==> src/clk_mode_pkg.sv <==
// Constants and carrier types for the CPU clock mode and oscillation stop block
// Function
// - Mode bits 5, 1, 0 accept one write after reset, later writes ignored.
// - Bit set or clear on bits 2-4, 6, 7 also locks bits 5, 1, 0.
// - Bits 7:6 divide ratio, bit 4 external stop, bit 3 on-chip stop.
// - Internal clock is input rate, half rate or one eighth rate.
// - Loss of external oscillation raises an internal reset.
// - Stop detection works only while the on-chip oscillator runs.
// - Oscillation stop reset keeps the stop status flag at one.
// - External reset clears the stop status flag to zero.
// - Writing zero to the detect enable bit clears the stop status flag.
// - After reset the clock comes from the on-chip oscillator; bit 5 picks type.
`default_nettype none
package clk_mode_pkg;

  localparam int WB_ADR_W = 8;
  localparam int WB_DAT_W = 32;

  // Word offsets on the register bus
  localparam logic [WB_ADR_W-1:0] MODE_OFS     = 8'h00;
  localparam logic [WB_ADR_W-1:0] OSD_OFS      = 8'h04;
  localparam logic [WB_ADR_W-1:0] INT_STAT_OFS = 8'h08;
  localparam logic [WB_ADR_W-1:0] INT_MASK_OFS = 8'h0C;
  localparam logic [WB_ADR_W-1:0] CLK_STAT_OFS = 8'h10;
  localparam logic [WB_ADR_W-1:0] MODE_SET_OFS = 8'h14;
  localparam logic [WB_ADR_W-1:0] MODE_CLR_OFS = 8'h18;

  // Mode register fields
  localparam int PROC0_BIT    = 0;
  localparam int PROC1_BIT    = 1;
  localparam int MAIN_EXT_BIT = 2;
  localparam int ONCHIP_STOP_BIT = 3;
  localparam int EXT_STOP_BIT = 4;
  localparam int OSC_SEL_BIT  = 5;
  localparam int DIV_LSB      = 6;
  localparam int DIV_MSB      = 7;
  localparam logic [7:0] MODE_LOCK_MASK = 8'h23;
  localparam logic [7:0] MODE_FREE_MASK = 8'hDC;
  localparam logic [7:0] MODE_RESET     = 8'h40;

  // Division ratio codes
  localparam logic [1:0] DIV_HIGH   = 2'h0;
  localparam logic [1:0] DIV_MIDDLE = 2'h1;
  localparam logic [1:0] DIV_DOUBLE = 2'h2;
  localparam logic [2:0] RATIO_DOUBLE = 3'h0;
  localparam logic [2:0] RATIO_HIGH   = 3'h1;
  localparam logic [2:0] RATIO_MIDDLE = 3'h7;

  // Oscillation stop control register fields
  localparam int OSD_EN_BIT   = 0;
  localparam int OSD_FLAG_BIT = 1;

  // Interrupt status bits
  localparam int IRQ_W         = 2;
  localparam int IRQ_STOP_BIT  = 0;
  localparam int IRQ_LOCK_BIT  = 1;

  // Oscillation stop timeout
  localparam int CLK_PERIOD_NS   = 50;
  localparam int OSD_TIMEOUT_NS  = 10000;
  localparam int OSD_TIMEOUT_CYC = OSD_TIMEOUT_NS / CLK_PERIOD_NS;

  typedef enum logic [1:0] {
    SRC_ONCHIP,
    SRC_CERAMIC,
    SRC_RC
  } clk_src_e;

  typedef struct packed {
    logic                cyc;
    logic                stb;
    logic                we;
    logic [WB_ADR_W-1:0] adr;
    logic [3:0]          sel;
    logic [WB_DAT_W-1:0] dat;
  } wb_req_s;

endpackage
`default_nettype wire

==> src/clk_mode_ctrl.sv <==
// CPU clock mode register, clock divider and oscillation stop reset
//
// Chosen here: the Wishbone register port and the address map.
`timescale 1ns/100ps
`default_nettype none
module clk_mode_ctrl
#(
  parameter int OSD_TIMEOUT = clk_mode_pkg::OSD_TIMEOUT_CYC
)
(
  input  wire logic                              I_CLK,
  input  wire logic                              I_RESETN,
  input  wire clk_mode_pkg::wb_req_s             I_WB,
  output logic                                   O_WB_ACK,
  output logic [clk_mode_pkg::WB_DAT_W-1:0]      O_WB_DAT,
  input  wire logic                              I_EXT_OSC,
  output logic                                   O_PHI_TICK,
  output clk_mode_pkg::clk_src_e                 O_CLK_SRC,
  output logic [1:0]                             O_PROC_MODE,
  output logic                                   O_EXT_OSC_EN,
  output logic                                   O_ONCHIP_OSC_EN,
  output logic                                   O_INT_RESET,
  output logic                                   O_IRQ
);
  import clk_mode_pkg::*;

  // Bus decode
  logic              req;
  logic              wr;
  logic              lane0;
  logic              hit_mode;
  logic              hit_osd;
  logic              hit_stat;
  logic              hit_mask;
  logic              hit_clk;
  logic              hit_set;
  logic              hit_clr;
  logic [7:0]        wdat;
  logic              ack_reg;
  logic [WB_DAT_W-1:0] rdat_reg;
  logic [WB_DAT_W-1:0] rdat_next;
  logic [WB_DAT_W-1:0] rd_mode;
  logic [WB_DAT_W-1:0] rd_osd;
  logic [WB_DAT_W-1:0] rd_stat;
  logic [WB_DAT_W-1:0] rd_mask;
  logic [WB_DAT_W-1:0] rd_clk;

  // Mode register state
  logic [7:0]        mode_reg;
  logic [7:0]        mode_next;
  logic              locked_reg;
  logic              locked_next;
  logic              mode_wr;
  logic              set_wr;
  logic              clr_wr;
  logic              any_mode_op;
  logic [7:0]        mode_new;
  logic              lock_event;

  // Oscillation stop detection
  logic              osd_en_reg;
  logic              osd_en_next;
  logic              osd_flag_reg;
  logic              osd_flag_next;
  logic              osd_wr;
  logic              osd_arm;
  logic              stop_pulse;
  logic              int_rst_reg;

  // Interrupts
  logic [IRQ_W-1:0]  int_stat_reg;
  logic [IRQ_W-1:0]  int_stat_next;
  logic [IRQ_W-1:0]  int_mask_reg;
  logic [IRQ_W-1:0]  int_events;
  logic [IRQ_W-1:0]  int_clear;
  logic              irq_reg;

  // Clock divider and outputs
  logic [1:0]        div_sel;
  logic [2:0]        ratio;
  logic [2:0]        div_cnt_reg;
  logic [2:0]        div_cnt_next;
  logic              tick_reg;
  logic              tick_next;
  clk_src_e          src_reg;
  clk_src_e          src_next;
  logic [1:0]        proc_reg;
  logic              ext_en_reg;
  logic              onchip_en_reg;

  assign req      = I_WB.cyc && I_WB.stb && !ack_reg;
  assign wr       = req && I_WB.we;
  assign lane0    = I_WB.sel[0];
  assign wdat     = I_WB.dat[7:0];
  assign hit_mode = (I_WB.adr == MODE_OFS);
  assign hit_osd  = (I_WB.adr == OSD_OFS);
  assign hit_stat = (I_WB.adr == INT_STAT_OFS);
  assign hit_mask = (I_WB.adr == INT_MASK_OFS);
  assign hit_clk  = (I_WB.adr == CLK_STAT_OFS);
  assign hit_set  = (I_WB.adr == MODE_SET_OFS);
  assign hit_clr  = (I_WB.adr == MODE_CLR_OFS);

  // Plain write, bit set and bit clear all land in the mode register
  assign mode_wr  = wr && lane0 && hit_mode;
  assign set_wr   = wr && lane0 && hit_set && (wdat != 8'h00);
  assign clr_wr   = wr && lane0 && hit_clr && (wdat != 8'h00);
  assign any_mode_op = mode_wr || set_wr || clr_wr;

  assign mode_new = mode_wr ? wdat
                  : set_wr  ? (mode_reg | wdat)
                  : clr_wr  ? (mode_reg & ~wdat)
                  : mode_reg;

  // Locked bits keep their value silently; free bits still update
  assign mode_next = locked_reg
                   ? ((mode_new & MODE_FREE_MASK) | (mode_reg & MODE_LOCK_MASK))
                   : mode_new;
  // A plain mode write or a nonzero bit op closes the lock, including a bit op on free bits
  assign locked_next = locked_reg || any_mode_op;
  assign lock_event  = any_mode_op && !locked_reg;

  // Detect enable and stop flag
  assign osd_wr      = wr && lane0 && hit_osd;
  assign osd_en_next = osd_wr ? wdat[OSD_EN_BIT] : osd_en_reg;
  // Stop event wins over a simultaneous clearing write
  assign osd_flag_next = stop_pulse ? 1'b1
                       : (osd_wr && !wdat[OSD_EN_BIT]) ? 1'b0
                       : osd_flag_reg;
  // Needs the on-chip oscillator as the sensing reference
  assign osd_arm = osd_en_reg && !mode_reg[ONCHIP_STOP_BIT]
                && !mode_reg[EXT_STOP_BIT] && !stop_pulse;

  assign int_events = {lock_event, stop_pulse};
  assign int_clear  = (wr && lane0 && hit_stat) ? wdat[IRQ_W-1:0] : '0;
  assign int_stat_next = int_events | (int_stat_reg & ~int_clear);

  // Clock division
  assign div_sel = mode_reg[DIV_MSB:DIV_LSB];
  assign ratio   = (div_sel == DIV_DOUBLE) ? RATIO_DOUBLE
                 : (div_sel == DIV_HIGH)   ? RATIO_HIGH
                 : RATIO_MIDDLE;
  assign tick_next    = (div_cnt_reg >= ratio);
  assign div_cnt_next = tick_next ? 3'h0 : div_cnt_reg + 3'h1;

  // Clock source: on-chip until software moves to the external one
  assign src_next = !mode_reg[MAIN_EXT_BIT] ? SRC_ONCHIP
                  : mode_reg[OSC_SEL_BIT]  ? SRC_RC
                  : SRC_CERAMIC;

  // Read words: 8-bit registers sit in the low lane, upper bits read zero
  assign rd_mode = {{(WB_DAT_W-8){1'b0}}, mode_reg};
  assign rd_osd  = {{(WB_DAT_W-2){1'b0}}, osd_flag_reg, osd_en_reg};
  assign rd_stat = {{(WB_DAT_W-IRQ_W){1'b0}}, int_stat_reg};
  assign rd_mask = {{(WB_DAT_W-IRQ_W){1'b0}}, int_mask_reg};
  // Source field is four bits wide so the lock flag lands on bit 6
  assign rd_clk  = {{(WB_DAT_W-7){1'b0}}, locked_reg, 4'(src_reg),
                    div_sel};

  // Zero outside a request keeps the data lines quiet between answers
  assign rdat_next = !req ? '0
                   : hit_mode ? rd_mode
                   : hit_osd  ? rd_osd
                   : hit_stat ? rd_stat
                   : hit_mask ? rd_mask
                   : hit_clk  ? rd_clk
                   : '0;

  osc_stop_detect
  #(
    .TIMEOUT_CYC (OSD_TIMEOUT)
  )
  u_osd
  (
    .i_clk     (I_CLK),
    .i_resetn  (I_RESETN),
    .i_ext_osc (I_EXT_OSC),
    .i_arm     (osd_arm),
    .o_stop    (stop_pulse)
  );

  // Bus answer: one wait state, unmapped reads return zero
  always_ff @(posedge I_CLK or negedge I_RESETN)
  begin
    if (!I_RESETN)
    begin
      ack_reg  <= 1'b0;
      rdat_reg <= '0;
    end
    else
    begin
      ack_reg  <= req;
      rdat_reg <= rdat_next;
    end
  end

  // Internal reset re-inits the mode state but never the stop flag
  always_ff @(posedge I_CLK or negedge I_RESETN)
  begin
    if (!I_RESETN)
    begin
      mode_reg     <= MODE_RESET;
      locked_reg   <= 1'b0;
      osd_en_reg   <= 1'b0;
      osd_flag_reg <= 1'b0;
      int_rst_reg  <= 1'b0;
    end
    else if (stop_pulse)
    begin
      mode_reg     <= MODE_RESET;
      locked_reg   <= 1'b0;
      osd_en_reg   <= 1'b0;
      osd_flag_reg <= 1'b1;
      int_rst_reg  <= 1'b1;
    end
    else
    begin
      mode_reg     <= mode_next;
      locked_reg   <= locked_next;
      osd_en_reg   <= osd_en_next;
      osd_flag_reg <= osd_flag_next;
      int_rst_reg  <= 1'b0;
    end
  end

  always_ff @(posedge I_CLK or negedge I_RESETN)
  begin
    if (!I_RESETN)
    begin
      int_stat_reg <= '0;
      int_mask_reg <= '0;
      irq_reg      <= 1'b0;
    end
    else
    begin
      int_stat_reg <= int_stat_next;
      if (wr && lane0 && hit_mask)
      begin
        int_mask_reg <= wdat[IRQ_W-1:0];
      end
      irq_reg <= |(int_stat_next & int_mask_reg);
    end
  end

  always_ff @(posedge I_CLK or negedge I_RESETN)
  begin
    if (!I_RESETN)
    begin
      div_cnt_reg   <= 3'h0;
      tick_reg      <= 1'b0;
      src_reg       <= SRC_ONCHIP;
      proc_reg      <= 2'h0;
      ext_en_reg    <= 1'b1;
      onchip_en_reg <= 1'b1;
    end
    else
    begin
      div_cnt_reg   <= div_cnt_next;
      tick_reg      <= tick_next;
      src_reg       <= src_next;
      proc_reg      <= {mode_reg[PROC1_BIT], mode_reg[PROC0_BIT]};
      ext_en_reg    <= !mode_reg[EXT_STOP_BIT];
      onchip_en_reg <= !mode_reg[ONCHIP_STOP_BIT];
    end
  end

  assign O_WB_ACK        = ack_reg;
  assign O_WB_DAT        = rdat_reg;
  assign O_PHI_TICK      = tick_reg;
  assign O_CLK_SRC       = src_reg;
  assign O_PROC_MODE     = proc_reg;
  assign O_EXT_OSC_EN    = ext_en_reg;
  assign O_ONCHIP_OSC_EN = onchip_en_reg;
  assign O_INT_RESET     = int_rst_reg;
  assign O_IRQ           = irq_reg;
endmodule
`default_nettype wire

==> src/osc_stop_detect.sv <==
// Watchdog on the external oscillation, sampled on the on-chip clock
`timescale 1ns/100ps
`default_nettype none
module osc_stop_detect
#(
  parameter int TIMEOUT_CYC = clk_mode_pkg::OSD_TIMEOUT_CYC
)
(
  input  wire logic i_clk,
  input  wire logic i_resetn,
  input  wire logic i_ext_osc,
  input  wire logic i_arm,
  output logic      o_stop
);
  import clk_mode_pkg::*;

  localparam int CNT_W = $clog2(TIMEOUT_CYC + 1);
  localparam logic [CNT_W-1:0] CNT_LAST = CNT_W'(TIMEOUT_CYC - 1);

  logic             sync1_reg;
  logic             sync2_reg;
  logic             prev_reg;
  logic [CNT_W-1:0] cnt_reg;
  logic [CNT_W-1:0] cnt_next;
  logic             stop_reg;
  logic             edge_seen;
  logic             expired;

  assign edge_seen = sync2_reg ^ prev_reg;
  assign expired   = i_arm && !edge_seen && (cnt_reg == CNT_LAST);
  // Counter only runs while armed, so a disabled detector restarts clean
  assign cnt_next  = (!i_arm || edge_seen || expired) ? '0
                   : cnt_reg + CNT_W'(1);
  assign o_stop    = stop_reg;

  always_ff @(posedge i_clk or negedge i_resetn)
  begin
    if (!i_resetn)
    begin
      sync1_reg <= 1'b0;
      sync2_reg <= 1'b0;
      prev_reg  <= 1'b0;
      cnt_reg   <= '0;
      stop_reg  <= 1'b0;
    end
    else
    begin
      sync1_reg <= i_ext_osc;
      sync2_reg <= sync1_reg;
      prev_reg  <= sync2_reg;
      cnt_reg   <= cnt_next;
      stop_reg  <= expired;
    end
  end
endmodule
`default_nettype wire

==> config.mk <==
export PLATFORM = sky130hd
export DESIGN_NAME = clk_mode_ctrl
export DESIGN_NICKNAME = d
export VERILOG_FILES = /design/src/clk_mode_pkg.sv /design/src/clk_mode_ctrl.sv /design/src/osc_stop_detect.sv
export SDC_FILE = /design/constraint.sdc
export NUM_CORES = 1
export LEC_CHECK = 0
export BUFFER_PORTS_ARGS = -buffer_cell sky130_fd_sc_hd__buf_2
export CAP_MARGIN = 20
export CORE_UTILIZATION = 40
export DETAILED_ROUTE_END_ITERATION = 7
export PLACE_DENSITY = 0.68
export SLEW_MARGIN = 20
export SYNTH_ARGS = -nofsm -noshare
export SYNTH_HDL_FRONTEND = slang
export SYNTH_SLANG_ARGS = --single-unit
==> constraint.sdc <==
create_clock -name I_CLK -period 2.9 [get_ports I_CLK]
set_clock_uncertainty 0.15 [all_clocks]
set_input_delay 0.435 -clock I_CLK [delete_from_list [all_inputs] [get_ports I_CLK]]
set_output_delay 0.435 -clock I_CLK [all_outputs]
set_load 0.02 [all_outputs]
==> out/results.txt <==
status: finished with violations
failing checks: negative hold slack
first-pass GRT wire length: 7710 µm
die area: 6330 µm²
clock latency at the later pin of the worst-skew pair: 0.30 ns
Slew headroom: 0.613
Max Cap Viol: 0
DRT iter0 DRCs: 84
RSZ-0062 raised after global routing: false
final hold violation count: 45
# setup viols final: 0
clock sinks: 48
Routed WL: 4630 µm
Fill cells: 526
P_leak: 1.34 nW
layout cells sized above 1: 0.250
final worst setup slack: 0.830 ns
H-tree levels: 2
CP Launch Type: register
IO Pins: 92
EDFF count, synth: 0
largest net degree at the start of global routing: 48
Clock transition at path regs: 0.09 ns
HP Class: in2async
area leader, netlist: dfrtp_1
CTS Buf Count: 5
Routability Congestion: 0.806
initial antenna violation count: 0
crit-path max FO: 10
synth warn: 0
Routed WL per cell: 13.5 µm
die width: 79.6 µm
drt pass-1 iters: 4
PortBufs: 40
DRC: 0
Vias: 1771
crit end category: register
pre-CTS WS: 0.698 ns
worst hold margin: -0.0341 ns
Synth top area share: 0.468
postcts setup bufs: 0
Post-DRT Antenna Nets: 0
Layout area overhead: 12.5%
DP HPWL: 3360 µm
CP arrival: 2.15 ns
max-slew violations: 0
Synth Cell Area: 2410 µm²
register area share after synthesis: 0.501
asr flop ratio synth: 1.00
Resized cells post-CTS: 0
Post-Syn Instances: 226
Initial Utilization: 0.427
WS Path Type: reg2reg
Worst Max-Slew Pin Slew: 0.580 ns
vias in the first global route: 1598
Final period util: 0.714
via/cell ratio: 5.15
Max Freq: 0.483 GHz
most common cell in the netlist: dfrtp_1
crit path time final: 2.07 ns
cell area power density: 477 nW/µm²
final net count: 326
core area: 5640 µm²
CTS tree: done
average size of a mapped cell: 10.7 µm²
most frequent cells after synthesis: dfrtp_1 (45), buf_4 (24), nor2_1 (21)
post-synthesis cell type count: 46
root buf cell: clkbuf_8
Primary FF master, synth: dfrtp_1
ANT cells: 0
number of synthesized register bits: 48
Post-CTS Hold Fix Bufs: 0
top cells by area, synth: dfrtp_1 (47%), buf_4 (7.5%), dfstp_2 (3.3%)
setup TNS: 0 ns
WP data required: 2.98 ns
total grt overflow: 0
Peak VDD IR: 0.000185 V
Max Buffers Root-to-Sink: 2
Die Y: 79.6 µm
overall routing resource usage: 0.162
FP Rows: 27
[worst max-delay path, cell delays in order, from the launching register on]
cell and delay [ns]:
dfrtp_1 0.42, and4b_1 0.33, nand2_1 0.24, o31ai_2 0.59, nand2_1 0.12, a21oi_1 0.15
[layout make-up]
class | count | area, µm² | share of cell area
repair buffers | 43 | 225 | 0.0832
multi-input cells | 166 | 1060 | 0.393
flip-flops and latches | 48 | 1200 | 0.445
clock inverters | 2 | 13.8 | 0.00508
inverters | 7 | 26.3 | 0.00970
clock buffers | 6 | 82.6 | 0.0305
well taps | 72 | 90.1 | 0.0333
[layout by cell type (no fill, tap or decap), types with 4 or more instances in the layout]
| cell type | count |
|---|---|
| clkbuf_8 | 6 |
| and3_1 | 7 |
| nor3_1 | 6 |
| a21oi_1 | 9 |
| xor2_1 | 5 |
| a21o_1 | 7 |
| mux2_2 | 4 |
| xnor2_1 | 4 |
| buf_4 | 4 |
| nand2_1 | 14 |
| dfrtp_1 | 45 |
| o21ai_0 | 8 |
| nand3_1 | 7 |
| buf_2 | 39 |
| nor2_1 | 21 |
| or4_1 | 4 |
| ha_1 | 5 |
| inv_1 | 7 |
| conb_1 | 24 |
[report_power, final]
| part | switching, mW | internal (mW) | leakage, nW |
|---|---|---|---|
| logic | 0.110 | 0.0568 | 0.639 |
| clock network | 0.225 | 0.195 | 0.0516 |
| registers | 0.0139 | 0.691 | 0.647 |
| total | 0.349 | 0.943 | 1.34 |
[path summary, 6_finish.rpt]
kind / from / to / slack (ns) / cells after the start
setup / recovery: O_WB_ACK / mode_reg[2] / 0.83 / 5
hold / removal: I_RESETN / locked_reg / -0.03 / 1
setup reg to reg: O_WB_ACK / mode_reg[2] / 0.83 / 5
hold reg to reg: u_osd.sync1_reg / u_osd.sync2_reg / 0.21 / 0
max in group asynchronous: I_RESETN / O_ONCHIP_OSC_EN / 2.06 / 2
min in group I_CLK: I_EXT_OSC / u_osd.sync1_reg / 0.08 / 1
[logic make-up (layout without fill, tap and decap cells)]
logic type | Yosys count | after routing | synth area share
AND/OR/NAND/NOR | 83 | 83 | 0.207
flip-flops | 48 | 48 | 0.501
AO/OA/AOI/OAI | 41 | 41 | 0.121
buffers and inverters | 35 | 58 | 0.0930
XOR/XNOR | 9 | 9 | 0.0327
adder cells (fa/ha/maj) | 5 | 5 | 0.0260
multiplexers | 4 | 4 | 0.0187
other | 1 | 24 | 0.00156
[layer usage]
metal  vias to the layer above  track usage  wire length, µm
met3                         7       0.0400              259
met5                         -            0                0
met2                        56        0.239             2120
met4                         0       0.0709               90
met1                       861        0.223             2170
li1                        847            -                -
[metrics by stage]
stage               power, mW  hold WS (ns)  instance area [µm²]  std cells   util
floorplan               0.847       -0.0106                 2490        249      -
detailed placement      0.886         0.190                 2610        336  0.462
CTS                      1.31        0.0692                 2710        344  0.479
global route             1.36       0.00680                 2710        344  0.480
global placement        0.882         0.190                 2610        336  0.462
finish                   1.29       -0.0341                 2710        344  0.480
Note: power is estimated with default switching activity, not from simulation.
